### src/hdl/lss_regs.vh
// register offsets, field layout and encodings of the shadow steering block
`ifndef LSS_REGS_VH
`define LSS_REGS_VH

// ********************************************
// configuration byte offsets
// ********************************************
`define LSS_OFS_C0000 8'h91
`define LSS_OFS_C8000 8'h92
`define LSS_OFS_D0000 8'h93

// ********************************************
// field positions and reset values
// ********************************************
`define LSS_LO_LSB 0
`define LSS_LO_MSB 1
`define LSS_HI_LSB 4
`define LSS_HI_MSB 5
`define LSS_ATTR_RST 8'h00
`define LSS_ATTR_WMASK 8'h33

// ********************************************
// attribute encodings, bit 0 reads, bit 1 writes
// ********************************************
`define LSS_ATTR_LINK 2'h0
`define LSS_ATTR_RDONLY 2'h1
`define LSS_ATTR_WRONLY 2'h2
`define LSS_ATTR_DRAM 2'h3
`define LSS_RD_BIT 0
`define LSS_WR_BIT 1

// ********************************************
// window decode: 16 KB segments, address bits
// ********************************************
`define LSS_SEG_SH 14
`define LSS_TOP_SH 20
`define LSS_WIN_TAG 3'h6
`define LSS_SEG_CNT 3'h6

`endif

### src/hdl/lss_seg_decode.v
// segment decoder: window hit, attribute pick and memory or link steering
`timescale 1ns/1ps
module lss_seg_decode #(
  parameter AW = 32
) (
  input wire [AW-1:0] i_addr,
  input wire i_wr,
  input wire [11:0] i_attr_map,
  output reg o_hit,
  output reg [1:0] o_attr,
  output reg o_to_mem,
  output reg o_to_link
);
`include "lss_regs.vh"

  // ********************************************
  // window and segment index
  // ********************************************
  wire [AW-1:0] top_bits;
  wire [2:0] tag;
  wire [2:0] idx;

  assign top_bits = i_addr >> `LSS_TOP_SH;
  assign tag = i_addr[19:17];
  assign idx = i_addr[16:14];

  always @* begin
    o_hit = (top_bits == {AW{1'b0}}) && (tag == `LSS_WIN_TAG) &&
            (idx < `LSS_SEG_CNT);
    case (idx)
      3'h0: o_attr = i_attr_map[1:0];
      3'h1: o_attr = i_attr_map[3:2];
      3'h2: o_attr = i_attr_map[5:4];
      3'h3: o_attr = i_attr_map[7:6];
      3'h4: o_attr = i_attr_map[9:8];
      3'h5: o_attr = i_attr_map[11:10];
      default: o_attr = `LSS_ATTR_LINK;
    endcase
    // 00 link, 01 reads dram, 10 writes dram, 11 all dram
    if (i_wr)
      o_to_mem = o_hit & o_attr[`LSS_WR_BIT];
    else
      o_to_mem = o_hit & o_attr[`LSS_RD_BIT];
    o_to_link = o_hit & ~o_to_mem;
  end

endmodule

### src/hdl/lss_steer.v
// shadow window steering: attribute registers and per-requester routing
`timescale 1ns/1ps
module lss_steer #(
  parameter AW = 32
) (
  input wire i_sys_clk,
  input wire i_srst,
  input wire i_cfg_wr,
  input wire i_cfg_rd,
  input wire [7:0] i_cfg_addr,
  input wire [7:0] i_cfg_wdata,
  output wire [7:0] o_cfg_rdata,
  output wire o_cfg_rvalid,
  input wire i_host_vld,
  input wire i_host_wr,
  input wire [AW-1:0] i_host_addr,
  output wire o_host_vld,
  output wire o_host_wr,
  output wire [AW-1:0] o_host_addr,
  output wire o_host_hit,
  output wire o_host_to_mem,
  output wire o_host_to_link,
  input wire i_init_vld,
  input wire i_init_wr,
  input wire [AW-1:0] i_init_addr,
  output wire o_init_vld,
  output wire o_init_wr,
  output wire [AW-1:0] o_init_addr,
  output wire o_init_hit,
  output wire o_init_to_mem,
  output wire o_init_to_link,
  output wire o_init_unsafe
);
`include "lss_regs.vh"

  // ********************************************
  // attribute registers
  // ********************************************
  reg [7:0] shadow_attr_c0000_c7fff_r;
  reg [7:0] shadow_attr_c8000_cffff_r;
  reg [7:0] shadow_attr_d0000_d7fff_r;
  reg [7:0] cfg_rdata_r;
  reg [7:0] cfg_rdata_nxt;
  reg cfg_rvalid_r;
  wire [7:0] wdata_masked;

  // reserved bits never stored, so they always read back zero
  assign wdata_masked = i_cfg_wdata & `LSS_ATTR_WMASK;

  always @(posedge i_sys_clk) begin
    if (i_srst) begin
      shadow_attr_c0000_c7fff_r <= `LSS_ATTR_RST;
      shadow_attr_c8000_cffff_r <= `LSS_ATTR_RST;
      shadow_attr_d0000_d7fff_r <= `LSS_ATTR_RST;
    end else if (i_cfg_wr) begin
      case (i_cfg_addr)
        `LSS_OFS_C0000: shadow_attr_c0000_c7fff_r <= wdata_masked;
        `LSS_OFS_C8000: shadow_attr_c8000_cffff_r <= wdata_masked;
        `LSS_OFS_D0000: shadow_attr_d0000_d7fff_r <= wdata_masked;
        default: ;
      endcase
    end
  end

  // ********************************************
  // configuration read-back
  // ********************************************
  always @* begin
    case (i_cfg_addr)
      `LSS_OFS_C0000: cfg_rdata_nxt = shadow_attr_c0000_c7fff_r;
      `LSS_OFS_C8000: cfg_rdata_nxt = shadow_attr_c8000_cffff_r;
      `LSS_OFS_D0000: cfg_rdata_nxt = shadow_attr_d0000_d7fff_r;
      default: cfg_rdata_nxt = 8'h00;
    endcase
  end

  always @(posedge i_sys_clk) begin
    if (i_srst) begin
      cfg_rdata_r <= 8'h00;
      cfg_rvalid_r <= 1'b0;
    end else begin
      cfg_rvalid_r <= i_cfg_rd;
      if (i_cfg_rd)
        cfg_rdata_r <= cfg_rdata_nxt;
    end
  end

  assign o_cfg_rdata = cfg_rdata_r;
  assign o_cfg_rvalid = cfg_rvalid_r;

  // ********************************************
  // segment attribute map, one pair per 16 KB
  // ********************************************
  wire [11:0] attr_map;

  assign attr_map[1:0] =
    shadow_attr_c0000_c7fff_r[`LSS_LO_MSB:`LSS_LO_LSB];
  assign attr_map[3:2] =
    shadow_attr_c0000_c7fff_r[`LSS_HI_MSB:`LSS_HI_LSB];
  assign attr_map[5:4] =
    shadow_attr_c8000_cffff_r[`LSS_LO_MSB:`LSS_LO_LSB];
  assign attr_map[7:6] =
    shadow_attr_c8000_cffff_r[`LSS_HI_MSB:`LSS_HI_LSB];
  assign attr_map[9:8] =
    shadow_attr_d0000_d7fff_r[`LSS_LO_MSB:`LSS_LO_LSB];
  assign attr_map[11:10] =
    shadow_attr_d0000_d7fff_r[`LSS_HI_MSB:`LSS_HI_LSB];

  // ********************************************
  // requesters: index 0 host, index 1 initiator
  // ********************************************
  wire [1:0] req_vld;
  wire [1:0] req_wr;
  wire [2*AW-1:0] req_addr;

  assign req_vld = {i_init_vld, i_host_vld};
  assign req_wr = {i_init_wr, i_host_wr};
  assign req_addr = {i_init_addr, i_host_addr};

  genvar g;
  generate
    for (g = 0; g < 2; g = g + 1) begin : gen_req
      wire hit;
      wire [1:0] attr;
      wire to_mem;
      wire to_link;
      reg vld_r;
      reg wr_r;
      reg [AW-1:0] addr_r;
      reg hit_r;
      reg to_mem_r;
      reg to_link_r;
      reg unsafe_r;

      // same decoder and same map for both, no requester bias
      lss_seg_decode #(
        .AW(AW)
      ) u_dec (
        .i_addr(req_addr[g*AW +: AW]),
        .i_wr(req_wr[g]),
        .i_attr_map(attr_map),
        .o_hit(hit),
        .o_attr(attr),
        .o_to_mem(to_mem),
        .o_to_link(to_link)
      );

      // idle cycles clear the routing, so nothing stale is seen
      always @(posedge i_sys_clk) begin
        if (i_srst) begin
          vld_r <= 1'b0;
          wr_r <= 1'b0;
          addr_r <= {AW{1'b0}};
          hit_r <= 1'b0;
          to_mem_r <= 1'b0;
          to_link_r <= 1'b0;
          unsafe_r <= 1'b0;
        end else begin
          vld_r <= req_vld[g];
          wr_r <= req_wr[g];
          addr_r <= req_addr[g*AW +: AW];
          hit_r <= req_vld[g] & hit;
          to_mem_r <= req_vld[g] & to_mem;
          to_link_r <= req_vld[g] & to_link;
          // a hit segment not fully in dram (any code but 11) may hang the hub: flag it
          unsafe_r <= req_vld[g] & hit &
                      (attr != `LSS_ATTR_DRAM);
        end
      end
    end
  endgenerate

  // ********************************************
  // registered outputs
  // ********************************************
  assign o_host_vld = gen_req[0].vld_r;
  assign o_host_wr = gen_req[0].wr_r;
  assign o_host_addr = gen_req[0].addr_r;
  assign o_host_hit = gen_req[0].hit_r;
  assign o_host_to_mem = gen_req[0].to_mem_r;
  assign o_host_to_link = gen_req[0].to_link_r;

  assign o_init_vld = gen_req[1].vld_r;
  assign o_init_wr = gen_req[1].wr_r;
  assign o_init_addr = gen_req[1].addr_r;
  assign o_init_hit = gen_req[1].hit_r;
  assign o_init_to_mem = gen_req[1].to_mem_r;
  assign o_init_to_link = gen_req[1].to_link_r;
  // host unsafe flag is computed alike but left internal
  assign o_init_unsafe = gen_req[1].unsafe_r;

endmodule

### config.mk
export PLATFORM = sky130hd
export DESIGN_NAME = lss_steer
export DESIGN_NICKNAME = d
export VERILOG_FILES = /design/src/hdl/lss_seg_decode.v /design/src/hdl/lss_steer.v
export VERILOG_INCLUDE_DIRS = /design/src /design/src/hdl
export SDC_FILE = /design/constraint.sdc
export NUM_CORES = 1
export LEC_CHECK = 0
export ABC_CLOCK_PERIOD_IN_PS = 1410
export BUFFER_PORTS_ARGS = -buffer_cell sky130_fd_sc_hd__buf_2
export CORE_MARGIN = 2
export CORE_UTILIZATION = 40
export DETAILED_ROUTE_END_ITERATION = 10
export PLACE_DENSITY_LB_ADDON = 0.05
export SLEW_MARGIN = 20
export SYNTH_ARGS = -nofsm -noshare
export SYNTH_HDL_FRONTEND = slang
export SYNTH_SLANG_ARGS = --single-unit
### constraint.sdc
create_clock -name i_sys_clk -period 1.41 [get_ports i_sys_clk]
set_clock_uncertainty 0.2 [all_clocks]
set_input_delay 0.141 -clock i_sys_clk [delete_from_list [all_inputs] [get_ports i_sys_clk]]
set_output_delay 0.141 -clock i_sys_clk [all_outputs]
set_load 0.02 [all_outputs]
==> impl_metrics.prom <==
# TYPE chip_impl_metric gauge
chip_impl_metric{name="yosysSeqAreaShare",unit="%"} 58.7
chip_impl_metric{name="globalRouteOverflowTotal",unit=""} 0
chip_impl_metric{name="initialDrtViolationCount",unit=""} 46
chip_impl_metric{name="post-route-drc-count",unit=""} 0
chip_impl_metric{name="timing.final.setup_violations",unit=""} 4
chip_impl_info{name="unrepaired_setup_endpoints_after_global_routing",value="yes"} 1
chip_impl_metric{name="sw_frac_of_total",unit="%"} 26.4
chip_impl_metric{name="timing_hold_violations_final",unit=""} 5
chip_impl_metric{name="power_density",unit="mW/mm2"} 998
chip_impl_metric{name="delay_of_the_slowest_cell_on_the_worst_path",unit="ns"} 0.46
chip_impl_metric{name="syn-mean-instance-area",unit="um2"} 11.1
chip_impl_metric{name="holdWs",unit="ns"} -0.0716
chip_impl_metric{name="synthDistinctLibCells",unit=""} 39
chip_impl_metric{name="cp.arrival",unit="ns"} 1.57
chip_impl_metric{name="grt_pass1_wl",unit="mm"} 13.8
chip_impl_metric{name="place.gp.congestion",unit=""} 0.790
chip_impl_info{name="run_status",value="complete, but fails checks"} 1
chip_impl_metric{name="antenna_found_initial",unit=""} 0
chip_impl_metric{name="post-route-min-period",unit="ns"} 1.51
chip_impl_metric{name="floorplan.die.height",unit="um"} 92.5
chip_impl_metric{name="grt_pass1_vias",unit=""} 2807
chip_impl_metric{name="cts_buffers",unit=""} 9
chip_impl_info{name="worstSetupEndpointType",value="flip-flop"} 1
chip_impl_metric{name="setup_slack",unit="ns"} -0.102
chip_impl_metric{name="final_layout_size_suffix_gt1_share",unit="%"} 41.9
chip_impl_metric{name="globalRouteTotalUtil",unit="%"} 20.5
chip_impl_info{name="ys_flop_type",value="dfxtp_1"} 1
chip_impl_info{name="crit_slowest_cell",value="mux4_2"} 1
chip_impl_metric{name="synthesis_warnings",unit=""} 0
chip_impl_metric{name="fp-row-count",unit=""} 32
chip_impl_metric{name="synth-seq-cells",unit=""} 92
chip_impl_metric{name="synth_cells",unit=""} 282
chip_impl_metric{name="share_clk_of_total_power",unit="%"} 32.7
chip_impl_metric{name="total_switching_power",unit="uW"} 1370
chip_impl_metric{name="area_delta_synth_final",unit="%"} 65.3
chip_impl_metric{name="post-place-ws",unit="ns"} -0.0998
chip_impl_metric{name="clkSlewWorstSetupHoldPaths",unit="ns"} 0.10
chip_impl_info{name="violated_checks",value="negative hold slack, negative setup slack"} 1
chip_impl_info{name="cpLargestDelayFamily",value="multiplexers"} 1
chip_impl_metric{name="clock_tree.htree_level_count",unit=""} 3
chip_impl_info{name="cts_tree",value="yes"} 1
chip_impl_info{name="path_cells",value="mux4_2 > a22oi_2 > a22oi_2 > and2_1"} 1
chip_impl_metric{name="core_area",unit="mm2"} 0.00765
chip_impl_metric{name="power.sequential.fraction",unit="%"} 52.6
chip_impl_metric{name="power.share.combinational",unit="%"} 14.7
chip_impl_metric{name="design.die.area",unit="mm2"} 0.00856
chip_impl_metric{name="final_antenna_net_count",unit=""} 0
chip_impl_metric{name="timing.critical_path.fanout_max",unit=""} 2
chip_impl_metric{name="cts.sinks",unit=""} 92
chip_impl_info{name="cts-root-buf",value="clkbuf_8"} 1
chip_impl_metric{name="fillCellCount",unit=""} 633
chip_impl_metric{name="number_of_vias_in_the_routed_layout",unit=""} 2842
chip_impl_metric{name="total_leakage_power",unit="uW"} 0.00251
chip_impl_metric{name="die_width",unit="um"} 92.5
chip_impl_metric{name="effective_utilization_at_floorplan",unit="%"} 41.0
chip_impl_metric{name="ctsLongestPathBuffers",unit=""} 2
chip_impl_metric{name="internal_power",unit="uW"} 3810
chip_impl_metric{name="totalNegativeSetupSlack",unit="ns"} -0.212
chip_impl_metric{name="detail_route.wl_per_cell",unit="um"} 13.5
chip_impl_metric{name="port_buffers",unit=""} 163
chip_impl_metric{name="layout_worst_path_cycle_share",unit="%"} 107
chip_impl_metric{name="worst_ir_drop_vdd",unit="V"} 0.000574
chip_impl_info{name="crit_path_frequent_cell",value="a22oi_2"} 1
chip_impl_metric{name="pin_count_of_the_biggest_net_entering_global_routing",unit=""} 30
chip_impl_metric{name="drv_slew",unit=""} 0
chip_impl_info{name="path_class",value="reg -> reg"} 1
chip_impl_metric{name="finalCoreUtilization",unit="%"} 67.8
chip_impl_metric{name="io_pins",unit=""} 172
chip_impl_metric{name="dr.pass1.iters",unit=""} 4
chip_impl_metric{name="totalWireLength",unit="mm"} 8.64
chip_impl_metric{name="worstPathBufferInverterCount",unit=""} 0
chip_impl_metric{name="cap_violations",unit=""} 0
chip_impl_metric{name="timing.critical_path.required",unit="ns"} 1.47
chip_impl_metric{name="viasPerCell",unit=""} 4.43
chip_impl_metric{name="place.detailed.hpwl",unit="mm"} 5.72
chip_impl_metric{name="antenna-diode-count",unit=""} 0
chip_impl_info{name="holdCritPathClass",value="in -> reg"} 1
chip_impl_metric{name="cts_post_setup_buffers_inserted",unit=""} 0
chip_impl_metric{name="post_synth_edffs",unit=""} 0
chip_impl_metric{name="syn_area",unit="mm2"} 0.00314
chip_impl_metric{name="synth_async_sr_flop_share",unit="%"} 0
chip_impl_info{name="worstSetupStartpointType",value="flip-flop"} 1
chip_impl_metric{name="clk-insertion-delay-late",unit="ns"} 0.35
chip_impl_metric{name="net_count_of_the_finished_layout",unit=""} 623
chip_impl_metric{name="max_freq",unit="MHz"} 662
power by group through the flow:
stage / registers (uW) / logic (uW) / clock network (uW)
2_1_floorplan: 2920 / 167 / 0
3_3_place_gp: 2780 / 565 / 0
3_5_place_dp: 2780 / 568 / 0
4_1_cts: 2720 / 739 / 1760
5_1_grt: 2730 / 819 / 1850
6_report: 2720 / 759 / 1690
placed cells by master, fill, tap and decap left out, types with 4 or more instances in the layout:
cell type / instances
conb_1: 4
nor2b_1: 77
mux2i_1: 13
buf_2: 163
dfxtp_2: 5
a22o_1: 4
nor2_1: 22
dlygate4sd3_1: 76
nand4_1: 5
clkbuf_8: 10
dfxtp_1: 87
buf_4: 17
metal layers:
layer,track usage (%),wire (um),up-vias
li1,-,-,1439
met1,24.6,3740,1290
met2,35.4,4200,101
met3,5.53,581,12
met4,6.72,117,0
met5,0,0,-
cell type report:
cell class,count,area (um2),area share [%]
timing repair buffer,256,1700,32.9
inverter,2,7.51,0.145
sequential,92,1850,35.7
clock inverter,6,53.8,1.04
clock buffer,10,138,2.66
tap,102,128,2.46
multi-input combinational,174,1310,25.2
synthesized netlist by cell type (2+ instances only):
library cell	number	area share (%)
buf_4	5	1.2
a22o_1	4	1.1
mux2_1	6	2.2
and2_1	3	0.60
mux4_2	2	1.4
clkbuf_1	9	1.1
nand2_1	2	0.24
dfxtp_1	92	59
nor2b_1	77	15
inv_1	2	0.24
nand3_1	2	0.32
nor4_1	4	0.80
and4bb_2	2	0.80
buf_2	2	0.32
nand4_1	5	1.0
mux2_2	2	0.72
nor4b_1	2	0.56
a21oi_1	5	0.80
mux2i_1	13	4.1
nor2_1	23	2.8
nand2b_1	2	0.40
tightest hold or removal path: cells and delay by family:
| kind | cells | cell delay, ns |
|---|---|---|
| buffers and inverters | 1 | 0.09 |
| and+or+nand+nor | 3 | 0.21 |
kinds of logic (layout without fill, tap and decap cells):
| group | Yosys count | count (layout) | share of synthesized area [%] |
|---|---|---|---|
| buffers and inverters | 19 | 274 | 3.19 |
| AO/OA/AOI/OAI | 18 | 18 | 4.79 |
| flip-flops | 92 | 92 | 58.7 |
| AND/OR/NAND/NOR | 129 | 129 | 24.7 |
| multiplexers | 23 | 23 | 8.46 |
| other | 1 | 4 | 0.120 |
registers in the layout, indices dropped and copies added, names as in the netlist:
register	cells
o_init_vld	1
o_init_wr	1
o_host_to_mem	1
shadow_attr_c8000_cffff_r	4
o_init_unsafe	1
o_host_wr	1
shadow_attr_c0000_c7fff_r	4
o_host_addr	32
o_init_hit	1
o_cfg_rvalid	1
o_host_hit	1
o_init_to_mem	1
o_host_to_link	1
o_init_addr	32
o_cfg_rdata	4
o_host_vld	1
o_init_to_link	1
shadow_attr_d0000_d7fff_r	4
repair_timing:
action                                  4_1_cts  5_1_grt
endpoints found under the setup margin        5        8
resized for setup                             4       20
pin swaps                                     3        8
hold buffers                                 76        1
endpoints found under the hold margin        92        4
worst paths after layout:
check	startpoint	to	slack, ns	depth (start not counted)
min	i_host_addr[20]	o_host_hit	-0.07	4
max	shadow_attr_c0000_c7fff_r[5]	o_init_to_mem	-0.10	4
min reg2reg	shadow_attr_d0000_d7fff_r[1]	shadow_attr_d0000_d7fff_r[1]	0.34	2
max reg2reg	shadow_attr_c0000_c7fff_r[5]	o_init_to_mem	-0.10	4
through the flow:
stage	instances	cell area (um2)	hold WS [ns]	total power (uW)
floorplan	285	3150	0.0243	3090
global placement	550	4130	0.149	3350
detailed placement	550	4130	0.153	3350
CTS	642	5100	-0.0818	5220
global route	642	5180	-0.0682	5400
finish	642	5180	-0.0716	5180
Note: power is estimated with default switching activity, not from simulation.
